File: src/bsn_pkg.sv
`default_nettype none
package bsn_pkg;
	// register offsets
	localparam logic [7:0] ADDR_IDENT       = 8'h03;
	localparam logic [7:0] ADDR_FORCE       = 8'h04;
	localparam logic [7:0] ADDR_TEMP_HI     = 8'h05;
	localparam logic [7:0] ADDR_TEMP_LO     = 8'h06;
	localparam logic [7:0] ADDR_NVM_CTL     = 8'h72;
	localparam logic [4:0] ADDR_SHADOW_HI5  = 5'h14; // a0h..a7h share top bits
	localparam int         SHADOW_COUNT     = 8;
	localparam int         IMAGE_W          = 64;

	// field positions and widths
	localparam int         FORCE_W          = 6;
	localparam int         TEMP_W           = 11;
	localparam int         TEMP_HI_LSB      = 3;
	localparam int         TEMP_LO_W        = 3;
	localparam int         NVM_IDLE_POS     = 7;
	localparam int         UNLOCK_POS       = 2;
	localparam int         BURN_POS         = 1;
	localparam int         LOAD_POS         = 0;

	// reset values
	localparam logic [5:0] FORCE_RST        = 6'h00;
	localparam logic [2:0] TEMP_LO_RST      = 3'h0;
	localparam logic [7:0] SHADOW_RST       = 8'h00;
	localparam logic [7:0] NVM_ERASED       = 8'h00;
	localparam logic [7:0] RDATA_IDLE       = 8'h00;

	// timing: one burn or load operation
	localparam longint unsigned NVM_OP_MS   = 200;
	localparam longint unsigned CLK_HZ      = 40000000;
	localparam longint unsigned MS_PER_S    = 1000;
	localparam int unsigned NVM_OP_CYCLES   =
		32'(NVM_OP_MS * CLK_HZ / MS_PER_S);

	// sequencer states of the non-volatile store
	typedef enum logic [1:0] {
		ST_BOOT,
		ST_IDLE,
		ST_BURN,
		ST_LOAD
	} bsn_nvm_state_e;
endpackage
`default_nettype wire

File: src/bsn_nvm_if.sv
`timescale 1ns/10ps
`default_nettype none
interface bsn_nvm_if;
	logic        startBurn; // pulse: copy image into store
	logic        startLoad; // pulse: fetch store contents
	logic [63:0] image;     // live shadow contents
	logic [63:0] loadData;  // store contents, entry 0 in low byte
	logic        loadDone;  // pulse: loadData to be copied now
	logic        busy;      // operation running

	modport ctrl (
		output startBurn,
		output startLoad,
		output image,
		input  loadData,
		input  loadDone,
		input  busy
	);

	modport store (
		input  startBurn,
		input  startLoad,
		input  image,
		output loadData,
		output loadDone,
		output busy
	);
endinterface
`default_nettype wire

File: src/bsn_regs.sv
// Functional notes
// each bit of 04h bits 5:0 forces its LED output to full duty.
// 11-bit temperature: top eight bits at 05h, low three in 06h bits 7:5.
// reading 05h latches the low bits of that same sample.
// host reads 05h before 06h.
// 72h bit 7 reads 0 while an operation runs, 1 when idle.
// host sets the unlock bit before asking for burn or load.
// burn bit starts copying shadow registers to memory, about 200 ms.
// load bit copies memory contents back into the shadow registers.
// burn sequence: 05h to 01h, fill a0h-a7h, 04h, 02h, wait, 00h.
// load sequence: 05h to 01h, 04h, 01h to 72h, wait, 00h.
// shadow register writes act on the device at once.
// unburned shadow contents are lost at power removal.
// at startup memory contents are loaded into the shadow registers.
// burn or load without prior unlock is ignored; ready stays high.
//
// The plain strobed port was left to the implementer.
`timescale 1ns/10ps
`default_nettype none
module bsn_regs #(
	parameter int unsigned NVM_OP_CYCLES = bsn_pkg::NVM_OP_CYCLES,
	parameter logic [7:0]  IDENT_VALUE   = 8'h5a // arbitrary value
) (
	input  wire logic        clk,        // 40 MHz system clock
	input  wire logic        sys_rst,    // sync reset, active high
	input  wire logic        clkEn,      // freezes all state when low
	input  wire logic [7:0]  regAddr,    // register address
	input  wire logic [7:0]  regWdata,   // write data
	input  wire logic        regWr,      // write strobe
	input  wire logic        regRd,      // read strobe
	output logic      [7:0]  regRdata,   // read data, cycle after regRd
	input  wire logic [10:0] tempSample, // live sensor reading
	input  wire logic [5:0]  pwmIn,      // per-output pwm from dimmer
	output logic      [5:0]  ledDrive,   // per-output drive enable
	output logic      [63:0] cfgImage,   // shadow bytes a0h..a7h
	output logic             nvmIdle     // store ready
);
	bsn_nvm_if nif ();

	logic       wr;
	logic       rd;
	logic       ctlWr;
	logic       armed;
	logic       burnReq;
	logic       loadReq;
	logic [7:0] rdValue;
	logic [7:0] tempHiNow;
	logic [2:0] tempLoNow;

	logic [5:0] forceQ, forceD;
	logic       unlockQ, unlockD;
	logic       burnQ, burnD;
	logic       loadQ, loadD;
	logic [2:0] tempLowQ, tempLowD;
	logic [7:0] rdDataQ, rdDataD;
	logic [5:0] ledDriveQ, ledDriveD;
	logic [7:0] shadowQ [bsn_pkg::SHADOW_COUNT];
	logic [7:0] shadowD [bsn_pkg::SHADOW_COUNT];

	// strobes only count while the block is enabled
	assign wr        = clkEn & regWr;
	assign rd        = clkEn & regRd;
	assign ctlWr     = wr && (regAddr == bsn_pkg::ADDR_NVM_CTL);
	assign tempHiNow = tempSample[bsn_pkg::TEMP_W-1:bsn_pkg::TEMP_HI_LSB];
	assign tempLoNow = tempSample[bsn_pkg::TEMP_LO_W-1:0];

	// unlock must already be stored; the same write may clear it
	assign armed   = ctlWr && unlockQ && !nif.busy;
	assign burnReq = armed && regWdata[bsn_pkg::BURN_POS];
	assign loadReq = armed && regWdata[bsn_pkg::LOAD_POS]
		&& !regWdata[bsn_pkg::BURN_POS];

	assign nif.startBurn = burnReq;
	assign nif.startLoad = loadReq;
	assign nif.image     = cfgImage;

	bsn_nvm_store #(
		.OP_CYCLES (NVM_OP_CYCLES)
	) u_store (
		.clk     (clk),
		.sys_rst (sys_rst),
		.clkEn   (clkEn),
		.nif     (nif.store)
	);

	// control bits, force bits and temperature latch
	always_comb begin
		forceD   = forceQ;
		unlockD  = unlockQ;
		burnD    = burnQ;
		loadD    = loadQ;
		tempLowD = tempLowQ;
		if (wr && regAddr == bsn_pkg::ADDR_FORCE) begin
			forceD = regWdata[bsn_pkg::FORCE_W-1:0];
		end
		if (ctlWr) begin
			unlockD = regWdata[bsn_pkg::UNLOCK_POS];
			burnD   = regWdata[bsn_pkg::BURN_POS];
			loadD   = regWdata[bsn_pkg::LOAD_POS];
		end
		// catching the low bits on the high read keeps the pair coherent
		if (rd && regAddr == bsn_pkg::ADDR_TEMP_HI) begin
			tempLowD = tempLoNow;
		end
	end

	always_ff @(posedge clk) begin
		if (sys_rst) begin
			forceQ   <= bsn_pkg::FORCE_RST;
			unlockQ  <= 1'b0;
			burnQ    <= 1'b0;
			loadQ    <= 1'b0;
			tempLowQ <= bsn_pkg::TEMP_LO_RST;
		end else if (clkEn) begin
			forceQ   <= forceD;
			unlockQ  <= unlockD;
			burnQ    <= burnD;
			loadQ    <= loadD;
			tempLowQ <= tempLowD;
		end
	end

	// shadow bytes: a finished load beats a host write in the same cycle
	for (genvar g = 0; g < bsn_pkg::SHADOW_COUNT; g++) begin : gShadow
		always_comb begin
			shadowD[g] = shadowQ[g];
			if (nif.loadDone) begin
				shadowD[g] = nif.loadData[g*8 +: 8];
			end else if (wr && regAddr[7:3] == bsn_pkg::ADDR_SHADOW_HI5
				&& regAddr[2:0] == 3'(g)) begin
				shadowD[g] = regWdata;
			end
		end
		always_ff @(posedge clk) begin
			if (sys_rst) begin
				shadowQ[g] <= bsn_pkg::SHADOW_RST;
			end else if (clkEn) begin
				shadowQ[g] <= shadowD[g];
			end
		end
		// outputs follow the shadow byte directly, no burn needed
		assign cfgImage[g*8 +: 8] = shadowQ[g];
	end

	// read mux; unmapped addresses answer zero
	always_comb begin
		rdValue = 8'h00;
		if (regAddr == bsn_pkg::ADDR_IDENT) begin
			rdValue = IDENT_VALUE;
		end else if (regAddr == bsn_pkg::ADDR_FORCE) begin
			rdValue = {2'h0, forceQ};
		end else if (regAddr == bsn_pkg::ADDR_TEMP_HI) begin
			rdValue = tempHiNow;
		end else if (regAddr == bsn_pkg::ADDR_TEMP_LO) begin
			rdValue = {tempLowQ, 5'h00};
		end else if (regAddr == bsn_pkg::ADDR_NVM_CTL) begin
			rdValue = {!nif.busy, 4'h0, unlockQ, burnQ, loadQ};
		end else if (regAddr[7:3] == bsn_pkg::ADDR_SHADOW_HI5) begin
			rdValue = shadowQ[regAddr[2:0]];
		end
	end

	// read data and led drive registered; data stands one cycle only
	always_comb begin
		rdDataD   = rd ? rdValue : bsn_pkg::RDATA_IDLE;
		ledDriveD = forceQ | pwmIn;
	end

	always_ff @(posedge clk) begin
		if (sys_rst) begin
			rdDataQ   <= bsn_pkg::RDATA_IDLE;
			ledDriveQ <= 6'h00;
		end else if (clkEn) begin
			rdDataQ   <= rdDataD;
			ledDriveQ <= ledDriveD;
		end
	end

	assign regRdata = rdDataQ;
	assign ledDrive = ledDriveQ;
	assign nvmIdle  = !nif.busy;
endmodule
`default_nettype wire

File: src/bsn_nvm_store.sv
`timescale 1ns/10ps
`default_nettype none
module bsn_nvm_store #(
	parameter int unsigned OP_CYCLES = bsn_pkg::NVM_OP_CYCLES
) (
	input  wire logic  clk,     // system clock
	input  wire logic  sys_rst, // sync reset, active high
	input  wire logic  clkEn,   // freezes all state when low
	bsn_nvm_if.store   nif      // link to the register bank
);
	bsn_pkg::bsn_nvm_state_e stateQ, stateD;
	logic [31:0]             cntQ, cntD;
	logic [63:0]             imgQ, imgD;
	logic                    loadDoneQ, loadDoneD;
	logic                    memWe;
	// contents survive sys_rst, only a burn changes them
	logic [7:0] memQ [bsn_pkg::SHADOW_COUNT] =
		'{default: bsn_pkg::NVM_ERASED};
	logic [7:0] memD [bsn_pkg::SHADOW_COUNT];

	// sequencer next state; burn snapshots the image at its start
	always_comb begin
		stateD    = stateQ;
		cntD      = cntQ;
		imgD      = imgQ;
		loadDoneD = 1'b0;
		memWe     = 1'b0;
		case (stateQ)
			bsn_pkg::ST_BOOT: begin
				loadDoneD = 1'b1;
				stateD    = bsn_pkg::ST_IDLE;
			end
			bsn_pkg::ST_IDLE: begin
				if (nif.startBurn) begin
					stateD = bsn_pkg::ST_BURN;
					cntD   = OP_CYCLES - 32'd1;
					imgD   = nif.image;
				end else if (nif.startLoad) begin
					stateD = bsn_pkg::ST_LOAD;
					cntD   = OP_CYCLES - 32'd1;
				end
			end
			bsn_pkg::ST_BURN: begin
				if (cntQ == 32'd0) begin
					memWe  = 1'b1;
					stateD = bsn_pkg::ST_IDLE;
				end else begin
					cntD = cntQ - 32'd1;
				end
			end
			default: begin
				if (cntQ == 32'd0) begin
					loadDoneD = 1'b1;
					stateD    = bsn_pkg::ST_IDLE;
				end else begin
					cntD = cntQ - 32'd1;
				end
			end
		endcase
	end

	always_ff @(posedge clk) begin
		if (sys_rst) begin
			stateQ    <= bsn_pkg::ST_BOOT;
			cntQ      <= 32'h0000_0000;
			imgQ      <= 64'h0;
			loadDoneQ <= 1'b0;
		end else if (clkEn) begin
			stateQ    <= stateD;
			cntQ      <= cntD;
			imgQ      <= imgD;
			loadDoneQ <= loadDoneD;
		end
	end

	// one entry per shadow byte
	for (genvar g = 0; g < bsn_pkg::SHADOW_COUNT; g++) begin : gEntry
		always_comb begin
			memD[g] = memWe ? imgQ[g*8 +: 8] : memQ[g];
		end
		always_ff @(posedge clk) begin
			if (clkEn) begin
				memQ[g] <= memD[g];
			end
		end
		assign nif.loadData[g*8 +: 8] = memQ[g];
	end

	// busy covers the copy cycle too, so ready rises with fresh data
	assign nif.busy     = (stateQ != bsn_pkg::ST_IDLE) | loadDoneQ;
	assign nif.loadDone = loadDoneQ;
endmodule
`default_nettype wire

File: config.mk
export PLATFORM = sky130hd
export DESIGN_NAME = bsn_regs
export DESIGN_NICKNAME = d
export VERILOG_FILES = /design/src/bsn_pkg.sv /design/src/bsn_nvm_if.sv /design/src/bsn_regs.sv /design/src/bsn_nvm_store.sv
export SDC_FILE = /design/constraint.sdc
export NUM_CORES = 1
export LEC_CHECK = 0
export BUFFER_PORTS_ARGS = -buffer_cell sky130_fd_sc_hd__buf_4
export CAP_MARGIN = 25
export CORE_MARGIN = 2
export CORE_UTILIZATION = 58
export DETAILED_ROUTE_END_ITERATION = 12
export GPL_TIMING_DRIVEN = 1
export PLACE_DENSITY = 0.87
export SETUP_SLACK_MARGIN = 0.1
export SLEW_MARGIN = 20
export SYNTH_ARGS = -nofsm -noshare
export SYNTH_HDL_FRONTEND = slang
export SYNTH_SLANG_ARGS = --single-unit
File: constraint.sdc
create_clock -name clk -period 9.5 [get_ports clk]
set_input_delay 1.9 -clock clk [delete_from_list [all_inputs] [get_ports clk]]
set_output_delay 1.9 -clock clk [all_outputs]
set_load 0.02 [all_outputs]
==> qor.log <==
INFO  placement      routabilityCongestion=0.868
INFO  worst_setup_path setup_crit_end=shadowQ[5][2]
INFO  grt            gr-total-overflow=0
INFO  synth          synth_seq_cells=253
INFO  finish         number_of_antenna_repair_diodes=0
INFO  routing        drt-vias-per-instance=6.26
INFO  clock_tree     post_cts.resized_instances=0
INFO  placement      detailed_place.area=11,300um^2
INFO  clock_tree     htree_levels=1
INFO  worst_setup_path worst_ep_required_time=9.66ns
INFO  job            max_cap_viol_count=0
INFO  pwr            power_density=197nW/um^2
INFO  finish         drive_above_1_share=18.8%
INFO  worst_setup_path crit_start=regAddr[3]
INFO  worst_setup_path timing.setup.critical_path_class=in -> reg
INFO  grt            grt_first_pass_wirelength=42.6mm
INFO  worst_setup_path r2r-end=u_store.memQ[1][0]
INFO  routing        detail_route.wl_per_cell=21.5um
INFO  sta            setup-violations-final=0
INFO  routing        drc=0
INFO  placement      portBuffers=116
INFO  routing        detailedRoute.firstPassIterationCount=6
INFO  sta            finalClockSkew=0.0107ns
INFO  sta            grt_setup_unrepaired=no
INFO  sta            setup_ws=5.27ns
INFO  sta            fin_tns_setup=0ns
INFO  clock_tree     cts_setup_buffers=0
INFO  grt            gr-usage-all-layers=29.6%
INFO  routing        wl=28.3mm
INFO  synth          mappedNetlistArea=10,400um^2
INFO  sta            number_of_pins_with_negative_max_slew_slack_in_the_final_report=0
INFO  finish         highest_count_cells_in_the_layout_ignoring_fill_and_taps=nand2_1 (214), a21oi_1 (169), edfxtp_1 (128)
INFO  sta            finalHoldViolations=0
INFO  sta            layout_worst_path_cycle_share=44.5%
INFO  synth          ys_async_sr_fraction=0%
INFO  synth          mappedNetlistNets=1,028
INFO  clock_tree     cts_made_buffers=25
INFO  floorplanning  floorplan.initialDensity=59.7%
INFO  placement      hpwl=18.2mm
INFO  finish         post-route-util=69.8%
INFO  grt            grt_antenna_before_repair=0
INFO  synth          synth_area_per_cell=10.5um^2
INFO  clock_tree     clk-insertion-delay-late=0.53ns
INFO  finish         flow.area_growth_from_synthesis=17.1%
INFO  synth          yosys_warnings=0
INFO  grt            grt_max_degree=76
INFO  finish         stdcell_area=12,100um^2
INFO  finish         final_common_cell=nand2_1
INFO  clock_tree     ctsRootBufferMaster=clkbuf_16
INFO  clock_tree     clkTransAtPathRegs=0.07ns
INFO  floorplanning  boundaryPins=117
INFO  clock_tree     count_of_hold_buffers_inserted_by_post_cts_repair=0
INFO  sta            finalWorstPathRequiredPeriod=4.23ns
INFO  finish         final_net_count=1,108
INFO  clock_tree     cts_tree=done
INFO  routing        drtIter0Drc=1,230
INFO  synth          synth_enable_flop_cells=128
INFO  worst_setup_path crit-reg2reg-launch=u_store.cntQ[3]
INFO  sta            achievable-frequency=237MHz
INFO  worst_setup_path timing.critical_path.to_type=flip-flop
INFO  floorplanning  dieHeight=138um
INFO  clock_tree     cts.sink_count=253
INFO  synth          ys_types=56
INFO  synth          synth_ff_type=edfxtp_1
INFO  floorplanning  placeableCoreArea=17,400um^2
INFO  worst_setup_path critical_path_arrival=4.38ns
INFO  routing        route.vias.total=8,218
INFO  pwr            power_leakage=4.34nW
INFO  clock_tree     cts_max_path_buffers=3
INFO  outcome        run_status=completed
INFO  placement      dp_slack=4.87ns
INFO  synth          synth_cells=989
INFO  routing        detail-route-antenna-nets=0
INFO  pwr            worst_ir_drop_on_vdd=0.167mV
INFO  grt            via_count_of_the_first_global_routing_pass=7,702
INFO  hold_path      hold_class=reg -> reg
INFO  worst_setup_path depth_of_the_worst_register_to_register_path=5
INFO  worst_setup_path timing.critical_path.fanout_max=9
INFO  floorplanning  floorplan.die.width=138um
INFO  floorplanning  number_of_rows_in_the_core_area=48
INFO  synth          sequential_cell_area_fraction_in_the_yosys_report=61.3%
INFO  worst_setup_path crit_path_start_kind=input pin
INFO  worst_setup_path worst-r2r-setup-slack=6.10ns
INFO  floorplanning  design.die.area=18,900um^2
INFO  sta            worst_slew_margin_rel=39.1%
INFO  sta            tightestPinTransition=0.914ns
[worst min path at each step]
stage                               to             start  cells past startpoint
detailed placement  u_store.memQ[6][2]  u_store.imgQ[50]                      0
global placement    u_store.memQ[6][4]  u_store.imgQ[52]                      0
floorplan           u_store.memQ[0][0]   u_store.imgQ[0]                      0
global route        u_store.memQ[0][0]   u_store.imgQ[0]                      0
CTS                 u_store.memQ[4][0]  u_store.imgQ[32]                      0
finish              u_store.memQ[6][2]  u_store.imgQ[50]                      0
[flip-flops by register name, indices dropped and copies added, names as in the netlist]
| register | flops |
|---|---|
| u_store.memQ | 64 |
| u_store.imgQ | 64 |
| loadQ | 1 |
| tempLowQ | 3 |
| unlockQ | 1 |
| forceQ | 6 |
| burnQ | 1 |
| u_store.stateQ | 2 |
| ledDrive | 6 |
| u_store.cntQ | 32 |
| u_store.nif.loadDone | 1 |
| shadowQ | 64 |
| regRdata | 8 |
[where the power goes]
group          internal (mW)  total (mW)  switching [mW]
logic                 0.0702       0.198           0.127
clock network          0.559       0.990           0.431
registers               1.17        1.21          0.0331
[cells by family after synthesis]
logic type	share of synthesized area, %
buffers and inverters	2.95
AOI/OAI and AO/OA	12.4
xor gates and xnor gates	2.37
and+or+nand+nor	16.0
DFF	61.3
muxes	4.95
adders and majority gates	0.121
[Yosys cell counts, types with 4 or more instances]
master	instances	share of area (%)
edfxtp_1	128	37
nand3_1	12	0.58
nor4_1	7	0.42
o21ai_0	14	0.68
mux4_2	10	2.2
xnor2_1	19	1.6
mux2i_1	22	2.1
nand3b_1	4	0.29
inv_1	4	0.14
nand2_1	214	7.8
clkbuf_1	53	1.9
buf_1	12	0.43
nand4_1	5	0.30
a21oi_1	169	8.2
nor2_1	62	2.2
a221oi_1	5	0.42
a22o_1	5	0.42
or4_1	4	0.29
nand2b_1	13	0.79
mux2_2	6	0.65
nor3_1	21	1.0
nor2b_1	4	0.24
xor2_1	9	0.76
dfxtp_1	125	24
and3_1	4	0.24
a211oi_1	9	0.65
buf_2	4	0.19
[stage by stage]
stage	instances	hold WS (ns)	total power [mW]
2_1_floorplan	989	0.408	1.32
3_3_place_gp	1267	0.411	1.42
3_5_place_dp	1267	0.413	1.42
4_1_cts	1313	0.428	2.39
5_1_grt	1313	0.436	2.44
6_report	1313	0.427	2.39
[routing by layer]
metal  vias up  GRT usage (%)  part of all wire (%)
met5         -              0                     0
met3       109           5.37                    12
met4         0           11.5                   4.1
li1       3654              -                     -
met1      3887           41.5                    38
met2       568           46.1                    46
[critical path, stage by stage]
cell	delay, ns
buf_4	0.11
nor3_1	0.49
nand3_1	0.48
nor3_1	0.55
nand2_1	0.11
a21oi_1	0.73
[final cells by class]
class,count,area [um^2]
flip-flops and latches,253,6350
fillers,1186,5230
multi-input cells,660,3720
repair buffers,124,931
clock buffers,29,661
well taps,225,282
clock inverters,17,164
inverters,5,18.8
No activity file was read; power rests on OpenSTA's default activity.
